<file path="src/ocs_consts.svh">
// constants for the operation-complete / clear-status block
`ifndef OCS_CONSTS_SVH
`define OCS_CONSTS_SVH
`define OCS_ADDR_CMD 12'h000
`define OCS_ADDR_MEAS 12'h004
`define OCS_ADDR_ESE 12'h008
`define OCS_ADDR_SRE 12'h00c
`define OCS_ADDR_ESR 12'h010
`define OCS_ADDR_STB 12'h014
`define OCS_ADDR_OUTQ 12'h018
`define OCS_ADDR_EVT 12'h01c
`define OCS_ADDR_ERRQ 12'h020
`define OCS_ADDR_IRQ_STAT 12'h024
`define OCS_ADDR_IRQ_EN 12'h028
`define OCS_ADDR_IRQ_CLR 12'h02c
`define OCS_ADDR_FLAGS 12'h030
`define OCS_CMD_OPC 3'h1
`define OCS_CMD_OPCQ 3'h2
`define OCS_CMD_WAI 3'h3
`define OCS_CMD_CLS 3'h4
`define OCS_CMD_OTHER 3'h5
`define OCS_ESR_OPC_BIT 0
`define OCS_STB_MAV_BIT 4
`define OCS_STB_ESB_BIT 5
`define OCS_STB_RQS_BIT 6
`define OCS_SETTLE_S 1
`define OCS_CLK_HZ 25000000
`define OCS_REPLY_CHAR 8'h31
`endif

</file>
<file path="src/ocs_pkg.sv">
// types for the operation-complete / clear-status block
package ocs_pkg;
  typedef enum logic [1:0] {OCS_IDLE, OCS_SETTLE, OCS_DONE} ocs_sync_t;
  typedef struct packed {
    logic [11:0] paddr;
    logic psel;
    logic penable;
    logic pwrite;
    logic [31:0] pwdata;
  } ocs_apb_req_t;
  typedef struct packed {
    logic [31:0] prdata;
    logic pready;
    logic pslverr;
  } ocs_apb_rsp_t;
endpackage

</file>
<file path="src/ocs_settle_timer.sv">
// settling timer: runs one full period after start, then flags expiry
`timescale 1ns/100ps
`include "ocs_consts.svh"
module ocs_settle_timer #(
  parameter int unsigned CYCLES = 25000000
) (
  input wire logic clk,
  input wire logic nrst,
  input wire logic start,
  output logic expired
);
  typedef struct packed {
    logic [31:0] cnt;
    logic run;
    logic exp;
  } ocs_tmr_t;
  ocs_tmr_t st_ff;
  ocs_tmr_t nxt_st;
  initial begin
    if (CYCLES < 1) $error("settle timer needs at least one cycle");
  end
  always_comb begin
    nxt_st = st_ff;
    if (start) begin
      nxt_st.cnt = 32'h0;
      nxt_st.run = 1'b1;
      nxt_st.exp = 1'b0;
    end else if (st_ff.run) begin
      if (st_ff.cnt == 32'(CYCLES - 1)) begin
        nxt_st.run = 1'b0;
        nxt_st.exp = 1'b1;
      end else begin
        nxt_st.cnt = st_ff.cnt + 32'h1;
      end
    end
  end
  always_ff @(posedge clk or negedge nrst) begin
    if (!nrst) begin
      st_ff <= '0;
    end else begin
      st_ff <= nxt_st;
    end
  end
  assign expired = st_ff.exp;
endmodule

</file>
<file path="src/ocs_sync_status.sv">
// operation-complete, wait and clear-status command handling with apb registers
`timescale 1ns/100ps
`include "ocs_consts.svh"
module ocs_sync_status
  import ocs_pkg::*;
#(
  parameter int unsigned NUM_MEAS = 8,
  parameter int unsigned ERRQ_DEPTH = 8,
  parameter int unsigned SETTLE_CYCLES = `OCS_SETTLE_S * `OCS_CLK_HZ
) (
  input wire logic clk,
  input wire logic nrst,
  input wire ocs_pkg::ocs_apb_req_t apb_req,
  output ocs_pkg::ocs_apb_rsp_t apb_rsp,
  input wire logic [NUM_MEAS-1:0] meas_active,
  input wire logic [NUM_MEAS-1:0] meas_done,
  output logic meas_report_req,
  input wire logic err_push,
  input wire logic [7:0] err_code,
  input wire logic [7:0] evt_hw1_set,
  input wire logic [7:0] evt_hw2_set,
  input wire logic [7:0] evt_qdata_set,
  input wire logic [7:0] evt_oper_set,
  input wire logic [7:0] evt_cal_set,
  input wire logic [7:0] evt_comm_set,
  output logic exec_blocked,
  output logic srq,
  output logic irq
);
  import ocs_pkg::*;
  localparam int EW = $clog2(ERRQ_DEPTH + 1);
  localparam int PW = (ERRQ_DEPTH > 1) ? $clog2(ERRQ_DEPTH) : 1;

  typedef struct packed {
    ocs_sync_t sync;
    logic [2:0] kind;
    logic [7:0] ese;
    logic [7:0] sre;
    logic [7:0] esr;
    logic [7:0] hw1;
    logic [7:0] hw2;
    logic [7:0] qdata;
    logic [7:0] oper;
    logic [7:0] cal;
    logic [7:0] comm;
    logic [7:0] outq;
    logic outq_full;
    logic [EW-1:0] err_cnt;
    logic [PW-1:0] err_rd;
    logic [PW-1:0] err_wr;
    logic [2:0] irq_stat;
    logic [2:0] irq_en;
    logic [31:0] prdata;
    logic pready;
    logic pslverr;
    logic holdoff;
  } ocs_state_t;

  ocs_state_t st_ff;
  ocs_state_t nxt_st;
  logic [7:0] errq_ff [ERRQ_DEPTH];
  logic tmr_start;
  logic tmr_expired;
  logic meas_all_done;
  logic sync_done;
  logic [7:0] stb;
  logic wr_acc;
  logic rd_acc;
  logic [2:0] cmd;
  logic setup_ph;
  logic held_rd;
  logic cmd_ok;
  logic cls_cmd;
  logic errq_we;
  logic rd_err;
  logic wr_err;
  logic [31:0] rd_word;

  initial begin
    if (NUM_MEAS < 1 || ERRQ_DEPTH < 2 || SETTLE_CYCLES < 1) $error("ocs_sync_status: bad parameter");
    // queue pointers wrap by overflow, so the depth must be a power of two
    if ((ERRQ_DEPTH & (ERRQ_DEPTH - 1)) != 0) $error("ocs_sync_status: queue depth not a power of two");
  end

  function automatic logic [31:0] zx8(input logic [7:0] v);
    return {24'h0, v};
  endfunction

  // true for the three commands that wait for completion
  function automatic logic is_sync_cmd(input logic [2:0] c);
    logic r;
    r = 1'b0;
    unique case (c)
      `OCS_CMD_OPC: r = 1'b1;
      `OCS_CMD_OPCQ: r = 1'b1;
      `OCS_CMD_WAI: r = 1'b1;
      default: r = 1'b0;
    endcase
    return r;
  endfunction

  // registers that answer a read
  function automatic logic rd_map(input logic [11:0] a);
    logic ok;
    ok = 1'b0;
    unique case (a)
      `OCS_ADDR_MEAS: ok = 1'b1;
      `OCS_ADDR_ESE: ok = 1'b1;
      `OCS_ADDR_SRE: ok = 1'b1;
      `OCS_ADDR_ESR: ok = 1'b1;
      `OCS_ADDR_STB: ok = 1'b1;
      `OCS_ADDR_OUTQ: ok = 1'b1;
      `OCS_ADDR_EVT: ok = 1'b1;
      `OCS_ADDR_ERRQ: ok = 1'b1;
      `OCS_ADDR_IRQ_STAT: ok = 1'b1;
      `OCS_ADDR_IRQ_EN: ok = 1'b1;
      `OCS_ADDR_FLAGS: ok = 1'b1;
      default: ok = 1'b0;
    endcase
    return ok;
  endfunction

  // registers that take a write
  function automatic logic wr_map(input logic [11:0] a);
    logic ok;
    ok = 1'b0;
    unique case (a)
      `OCS_ADDR_CMD: ok = 1'b1;
      `OCS_ADDR_ESE: ok = 1'b1;
      `OCS_ADDR_SRE: ok = 1'b1;
      `OCS_ADDR_IRQ_EN: ok = 1'b1;
      `OCS_ADDR_IRQ_CLR: ok = 1'b1;
      default: ok = 1'b0;
    endcase
    return ok;
  endfunction

  // an opc query reply is still owed and the output queue is empty
  function automatic logic reply_owed(input ocs_state_t s);
    return !s.outq_full && s.sync != OCS_IDLE && s.kind == `OCS_CMD_OPCQ;
  endfunction

  ocs_settle_timer #(.CYCLES(SETTLE_CYCLES)) u_tmr (
    .clk(clk),
    .nrst(nrst),
    .start(tmr_start),
    .expired(tmr_expired)
  );

  assign wr_acc = apb_req.psel && apb_req.penable && apb_req.pwrite && st_ff.pready;
  assign rd_acc = apb_req.psel && apb_req.penable && !apb_req.pwrite && st_ff.pready;
  assign cmd = apb_req.pwdata[2:0];
  assign setup_ph = apb_req.psel && !apb_req.penable;
  assign held_rd = apb_req.psel && apb_req.penable && !apb_req.pwrite && !st_ff.pready;
  // commands are refused while a sync command is pending; the refusal is fixed in the setup cycle
  assign cmd_ok = wr_acc && apb_req.paddr == `OCS_ADDR_CMD && st_ff.sync == OCS_IDLE && !st_ff.pslverr;
  assign cls_cmd = cmd_ok && cmd == `OCS_CMD_CLS;
  assign tmr_start = cmd_ok && is_sync_cmd(cmd);
  assign rd_err = !rd_map(apb_req.paddr);
  assign wr_err = !wr_map(apb_req.paddr) || (apb_req.paddr == `OCS_ADDR_CMD && st_ff.sync != OCS_IDLE);
  assign errq_we = err_push && !cls_cmd && st_ff.err_cnt != EW'(ERRQ_DEPTH);
  assign meas_all_done = &(meas_done | ~meas_active);
  assign meas_report_req = st_ff.sync == OCS_SETTLE;
  assign sync_done = st_ff.sync == OCS_SETTLE && tmr_expired && meas_all_done;
  assign exec_blocked = st_ff.sync != OCS_IDLE && st_ff.kind == `OCS_CMD_WAI;

  always_comb begin
    stb = 8'h0;
    stb[`OCS_STB_MAV_BIT] = st_ff.outq_full;
    stb[`OCS_STB_ESB_BIT] = |(st_ff.esr & st_ff.ese);
    stb[`OCS_STB_RQS_BIT] = |(stb & st_ff.sre & 8'hbf);
  end
  assign srq = stb[`OCS_STB_RQS_BIT];

  // read data is chosen before the access edge so that it stands when the master takes it
  always_comb begin
    rd_word = 32'h0;
    unique case (apb_req.paddr)
      `OCS_ADDR_MEAS: begin
        rd_word = {31'h0, meas_all_done};
      end
      `OCS_ADDR_ESE: begin
        rd_word = zx8(st_ff.ese);
      end
      `OCS_ADDR_SRE: begin
        rd_word = zx8(st_ff.sre);
      end
      `OCS_ADDR_ESR: begin
        rd_word = zx8(st_ff.esr);
      end
      `OCS_ADDR_STB: begin
        rd_word = zx8(stb);
      end
      `OCS_ADDR_OUTQ: begin
        rd_word = zx8(st_ff.outq);
      end
      `OCS_ADDR_EVT: begin
        rd_word = {st_ff.comm[3:0], st_ff.cal[3:0], st_ff.oper[3:0],
          st_ff.qdata[3:0], st_ff.hw2[3:0], st_ff.hw1[3:0], 8'h0};
      end
      `OCS_ADDR_ERRQ: begin
        if (st_ff.err_cnt != '0) begin
          rd_word = {23'h0, 1'b1, errq_ff[st_ff.err_rd]};
        end
      end
      `OCS_ADDR_IRQ_STAT: begin
        rd_word = {29'h0, st_ff.irq_stat};
      end
      `OCS_ADDR_IRQ_EN: begin
        rd_word = {29'h0, st_ff.irq_en};
      end
      `OCS_ADDR_FLAGS: begin
        rd_word = {27'h0, st_ff.holdoff, exec_blocked, st_ff.outq_full, tmr_expired, st_ff.sync != OCS_IDLE};
      end
      default: rd_word = 32'h0;
    endcase
  end

  always_comb begin
    logic [2:0] ev;
    logic cls;
    ev = 3'h0;
    cls = 1'b0;
    nxt_st = st_ff;
    nxt_st.pready = 1'b1;
    // sticky event inputs
    nxt_st.hw1 = st_ff.hw1 | evt_hw1_set;
    nxt_st.hw2 = st_ff.hw2 | evt_hw2_set;
    nxt_st.qdata = st_ff.qdata | evt_qdata_set;
    nxt_st.oper = st_ff.oper | evt_oper_set;
    nxt_st.cal = st_ff.cal | evt_cal_set;
    nxt_st.comm = st_ff.comm | evt_comm_set;
    // hold the read access open while an opc query reply is pending
    if (apb_req.psel && apb_req.penable && !apb_req.pwrite && apb_req.paddr == `OCS_ADDR_OUTQ &&
        reply_owed(st_ff)) begin
      nxt_st.pready = 1'b0;
      nxt_st.holdoff = 1'b1;
    end else begin
      nxt_st.holdoff = 1'b0;
    end
    // a held read follows the reply so that it stands on the edge that completes the access
    if (held_rd) begin
      nxt_st.prdata = rd_word;
    end
    // response and read data are fixed in the setup cycle and stand through the access phase, except for a held output queue read
    if (setup_ph) begin
      nxt_st.pready = !(apb_req.paddr == `OCS_ADDR_OUTQ && !apb_req.pwrite && reply_owed(st_ff));
      if (apb_req.pwrite) begin
        nxt_st.pslverr = wr_err;
      end else begin
        nxt_st.pslverr = rd_err;
        nxt_st.prdata = rd_word;
      end
    end
    if (wr_acc) begin
      unique case (apb_req.paddr)
        `OCS_ADDR_CMD: begin
          if (tmr_start) begin
            nxt_st.sync = OCS_SETTLE;
            nxt_st.kind = cmd;
          end
          cls = cls_cmd;
        end
        `OCS_ADDR_ESE: nxt_st.ese = apb_req.pwdata[7:0];
        `OCS_ADDR_SRE: nxt_st.sre = apb_req.pwdata[7:0];
        `OCS_ADDR_IRQ_EN: nxt_st.irq_en = apb_req.pwdata[2:0];
        `OCS_ADDR_IRQ_CLR: nxt_st.irq_stat = st_ff.irq_stat & ~apb_req.pwdata[2:0];
        default: nxt_st.pslverr = st_ff.pslverr;
      endcase
    end
    if (cls) begin
      // output queue is never touched here; the error queue is emptied
      nxt_st.esr = 8'h0;
      nxt_st.hw1 = evt_hw1_set;
      nxt_st.hw2 = evt_hw2_set;
      nxt_st.qdata = evt_qdata_set;
      nxt_st.oper = evt_oper_set;
      nxt_st.cal = evt_cal_set;
      nxt_st.comm = evt_comm_set;
      nxt_st.err_cnt = '0;
      nxt_st.err_rd = '0;
      nxt_st.err_wr = '0;
    end
    // read side effects touch only what the held read data showed
    if (rd_acc) begin
      unique case (apb_req.paddr)
        `OCS_ADDR_ESR: nxt_st.esr = st_ff.esr & ~st_ff.prdata[7:0];
        `OCS_ADDR_OUTQ: nxt_st.outq_full = 1'b0;
        `OCS_ADDR_ERRQ: begin
          if (st_ff.prdata[8]) begin
            nxt_st.err_rd = PW'(st_ff.err_rd + 1'b1);
            nxt_st.err_cnt = EW'(st_ff.err_cnt - 1'b1);
          end
        end
        default: nxt_st.prdata = st_ff.prdata;
      endcase
    end
    if (errq_we) begin
      nxt_st.err_wr = PW'(nxt_st.err_wr + 1'b1);
      nxt_st.err_cnt = EW'(nxt_st.err_cnt + 1'b1);
    end
    if (sync_done) begin
      nxt_st.sync = OCS_IDLE;
      if (st_ff.kind == `OCS_CMD_OPC) begin
        nxt_st.esr[`OCS_ESR_OPC_BIT] = 1'b1;
        ev[0] = 1'b1;
      end
      if (st_ff.kind == `OCS_CMD_OPCQ) begin
        nxt_st.outq = `OCS_REPLY_CHAR;
        nxt_st.outq_full = 1'b1;
        ev[1] = 1'b1;
      end
      if (st_ff.kind == `OCS_CMD_WAI) begin
        ev[2] = 1'b1;
      end
    end
    // set wins over clear
    nxt_st.irq_stat = nxt_st.irq_stat | ev;
  end

  always_ff @(posedge clk or negedge nrst) begin
    if (!nrst) begin
      st_ff <= '{sync: OCS_IDLE, pready: 1'b1, default: '0};
    end else begin
      st_ff <= nxt_st;
    end
  end

  always_ff @(posedge clk) begin
    if (errq_we) begin
      errq_ff[st_ff.err_wr] <= err_code;
    end
  end

  assign irq = |(st_ff.irq_stat & st_ff.irq_en);
  assign apb_rsp.prdata = st_ff.prdata;
  assign apb_rsp.pready = st_ff.pready;
  assign apb_rsp.pslverr = st_ff.pslverr;
endmodule

</file>
<file path="config.mk">
export PLATFORM = sky130hd
export DESIGN_NAME = ocs_sync_status
export DESIGN_NICKNAME = d
export VERILOG_FILES = /design/src/ocs_pkg.sv /design/src/ocs_settle_timer.sv /design/src/ocs_sync_status.sv
export VERILOG_INCLUDE_DIRS = /design/src
export SDC_FILE = /design/constraint.sdc
export NUM_CORES = 1
export LEC_CHECK = 0
export BUFFER_PORTS_ARGS = -buffer_cell sky130_fd_sc_hd__buf_2
export CAP_MARGIN = 25
export CELL_PAD_IN_SITES_DETAIL_PLACEMENT = 0
export CELL_PAD_IN_SITES_GLOBAL_PLACEMENT = 1
export CORE_AREA = 2 2 143 145
export DETAILED_ROUTE_END_ITERATION = 10
export DIE_AREA = 0 0 145 147
export GPL_TIMING_DRIVEN = 0
export PLACE_DENSITY_LB_ADDON = 0.1
export RECOVER_POWER = 50
export SLEW_MARGIN = 20
export SYNTH_ARGS = -nofsm -noshare
export SYNTH_HDL_FRONTEND = slang
export SYNTH_SLANG_ARGS = --single-unit
</file>
<file path="constraint.sdc">
create_clock -name clk -period 6.25 [get_ports clk]
set_input_delay 1.25 -clock clk [delete_from_list [all_inputs] [get_ports clk]]
set_output_delay 1.25 -clock clk [all_outputs]
set_load 0.01 [all_outputs]
</file>
==> parameters.txt <==
Parameter                              Value

Floorplanning
  Die span in y ... 147 um
  Core Box Area ... 0.01984 mm^2
  Number of primary I/O pins ... 160
  Starting Density ... 46.92%
  Standard-cell row count ... 52
  Area of the die ... 0.02132 mm^2
  Chip width ... 145 um

Synthesis
  Area of the mapped netlist ... 0.009310 mm^2
  Biggest area consumer among synthesized cells ... dfrtp_1
  Top-area cell type share of the netlist area ... a little under two fifths
  Post-synthesis sequential area ratio ... 58.02%
  Post-synthesis sequential element count ... 203
  Number of enable flip-flop cells after synthesis ... 64
  Synth top area cells ... dfrtp_1 (37%), edfxtp_1 (21%), mux4_2 (3.9%)
  Synthesized net count ... 895
  Number of standard cells after synthesis ... 768
  Post-synth ARST share ... 68.47%
  YS warnings ... 0
  Mean Syn Cell Area ... 12.12 um^2
  Distinct cell type count after synthesis ... 67
  Most instantiated flip-flop cell in the synthesis netlist ... dfrtp_1

CTS
  Count of hold-fix buffers inserted at cts ... 0
  CTS buffer count ... 23
  CTS H-tree lvls ... 1
  Clock transition at path regs ... 0.06 ns
  Buffer cell driving the clock tree root ... clkbuf_16
  Post-CTS setup buffers ... 0
  Clock latency of the later-clocked register in the worst-skew pair ... 0.52 ns
  Clock tree from TritonCTS ... built
  Resize count post-CTS ... 0
  Maximum clock path buffer count ... 3
  TritonCTS sink count ... 203

Global routing
  Antenna violations before repair ... 0
  Vias in the first global route ... 6,800
  Total congestion overflow after global routing ... 0
  Wire length of the first global-routing pass ... 36,170 um
  GRT Total Usage ... 21.02%
  Pin count of the biggest net entering global routing ... 75

Routing
  Total detailed-routing wirelength ... 22,000 um
  DR WL/cell ... 18.44 um
  Detail-routed via count per cell ... 5.495
  Total iterations of the first detailed-routing run ... 5
  Via count of the routed design ... 6,556
  Number of design rule violations left after detail routing ... 0
  Count of routing violations after the opening detailed-route iteration ... about 470
  Count of antenna-violating nets left after detailed routing ... 0

Final layout
  Finished Layout Cells ... 1,193
  Post-layout net count ... 1,034
  Multi-input logic area ... 0.003456 mm^2
  Area added between synthesis and finish ... 17.85%
  Combined flip-flop and latch cell area ... 0.005401 mm^2
  Diode insertion count for antenna repair ... 0
  Fraction of layout instances using a drive strength above 1 ... 25.14%
  Layout fillers ... about 1,700

Setup path
  Critical path buffers and inverters ... 1
  Startpoint class of the critical path ... input pin
  Req. time, crit path ... 6.03 ns
  Slowest library cell on the worst path ... clkbuf_1
  Critical path fanouts, max ... 66
  Cell breakdown of the critical path ... clkbuf_1
  Peak per-stage delay on the critical path ... about 2.5 ns
  Crit Path Category ... in2async
  Crit path DAT ... 3.82 ns
  Endpoint kind of the worst setup timing path ... async pin
  CP delay by family, top ... buffers and inverters

Timing
  Maximum achievable frequency ... 247.6 MHz
  Number of max-slew violations in the final report ... 66
  Final critical-path share of the clock period ... 64.63%
  Headroom to the max-slew limit ... -144.2%
  Post-Route Setup TNS ... 0 ns
  Number of hold violations in the final report ... 0
  Final critical delay including setup and external delays ... 4.040 ns
  Setup violation total in the final timing report ... 0
  Final clock skew ... 0.01200 ns
  Measured slew at the worst slew-check pin ... 3.662 ns
  Setup repair after global routing missed its margin ... false

Pwr
  Switching pwr ... roughly 0.00076 W
  Reported leakage power ... 4.702 nW
  Part of the total power dissipated in the clock network ... 41.6%
  Pwr dens ... 283.0 mW/mm^2
  Maximum ir drop on the vdd rail ... 0.0002603 V
  Int Power ... roughly 0.0023 W
  Sw Ratio ... 24.64%
  Power share of the combinational group ... 9.5%
  Sequential power share ... 48.9%

Run
  Reported max-cap violation count ... 1

Place
  RePlAce Congestion ... 0.8858
  Number of buffers inserted by port buffering ... 109
  Detailed placement HPWL ... ~16,000 um
  Count of placed standard cells including taps ... 1,152

Status
  Violations in the final reports ... capacitance limit, slew limit
  Run status ... complete, but fails checks

Worst hold path
  Class of the most critical hold timing path ... reg2reg
[area by class of cell]
type	count	share of cell area [%]
flip-flops and latches	203	49.23
multi-input cells	477	31.50
clock buffers	31	5.793
repair buffers	114	5.246
plain buffers	72	3.775
well taps	270	3.079
clock inverters	10	0.8325
inverters	16	0.5474
[layout by cell type (no fill, tap or decap), drive strengths merged, types with 3 or more instances in the layout]
master	count
a21o	29
a21oi	16
a222oi	3
a22o	26
a22oi	7
a31oi	7
and2	10
and3	13
and4	7
buf	137
clkbuf	79
clkinv	7
dfrtp	138
edfxtp	64
ha	5
inv	18
mux2	29
mux2i	6
mux4	16
nand2	54
nand2b	11
nand3	23
nand4	16
nand4b	3
nor2	60
nor2b	8
nor3	22
nor4	12
o21a	4
o21ai	14
o22ai	3
or2	5
or3	3
xnor2	6
xor2	29
[synthesized netlist by cell type (4+ instances only)]
| cell | instances |
|---|---|
| nor2_1 | 59 |
| and4_1 | 7 |
| dfrtp_1 | 138 |
| buf_4 | 34 |
| xor2_1 | 29 |
| o21a_1 | 4 |
| and3_1 | 13 |
| a31oi_1 | 7 |
| nand3_1 | 23 |
| o21ai_0 | 13 |
| a21oi_1 | 16 |
| ha_1 | 5 |
| nand2b_1 | 11 |
| nor2b_1 | 8 |
| or2_2 | 4 |
| nor3_1 | 19 |
| buf_1 | 6 |
| a22o_1 | 26 |
| mux2_2 | 29 |
| nor4_1 | 10 |
| clkbuf_1 | 23 |
| buf_2 | 8 |
| edfxtp_1 | 64 |
| xnor2_1 | 6 |
| and2_1 | 10 |
| nand4_1 | 16 |
| mux2i_1 | 6 |
| inv_1 | 16 |
| a22oi_1 | 7 |
| nand2_1 | 54 |
| mux4_2 | 16 |
| a21o_1 | 29 |
[layer usage]
metal	GRT usage [%]	vias up	part of all wire, %
met5	0	-	0
met3	3.634	32	5.8
met2	35.29	202	48
met4	5.396	0	2.2
li1	-	3062	-
met1	28.66	3260	44
[path summary, 6_finish.rpt]
path	slack, ns	depth (start not counted)	to	from
max	2.21	1	u_tmr.expired	nrst
max reg2reg	3.11	10	st_ff[43]	apb_rsp[1]
max in group clk	2.47	8	errq_ff[3][7]	apb_req[37]
min reg2reg	0.47	1	st_ff[115]	apb_rsp[9]
min	0.47	1	st_ff[115]	apb_rsp[9]
min in group asynchronous	1.99	1	st_ff[120]	nrst
[flip-flops by register name, indices dropped and copies added, names as in the netlist]
name / count
errq_ff: 64
u_tmr.st_ff: 33
u_tmr.expired: 1
st_ff: 71
apb_rsp: 34
[cells by family after synthesis]
group	synth area share [%]
muxes	8.023
buffers and inverters	5.107
adders and majority gates	0.6720
xor gates and xnor gates	3.293
AOI/OAI and AO/OA	10.25
and+or+nand+nor	14.64
DFF	58.02
[stage by stage]
stage	utilization (%)	hold WS [ns]	area [um^2]	worst slack, ns	power (W)
after CTS	55.52	0.4719	11020	2.480	0.003138
after detailed placement	51.85	0.4641	10290	1.941	0.001843
after global placement	51.37	0.4586	10190	1.534	0.001807
after global routing	55.29	0.4984	10970	1.443	0.003237
after floorplan	-	0.4369	9310	2.659	0.001705
final	55.29	0.4701	10970	2.210	0.003105
[power by group through the flow]
stage / clock network [W] / logic [W] / registers (W)
final: 0.00129 / 0.000296 / 0.00152
after global routing: 0.00138 / 0.000335 / 0.00153
after CTS: 0.00132 / 0.000302 / 0.00152
after detailed placement: 0 / 0.000300 / 0.00154
after global placement: 0 / 0.000275 / 0.00153
after floorplan: 0 / 0.000182 / 0.00152
Note: power is estimated with default switching activity, not from simulation.
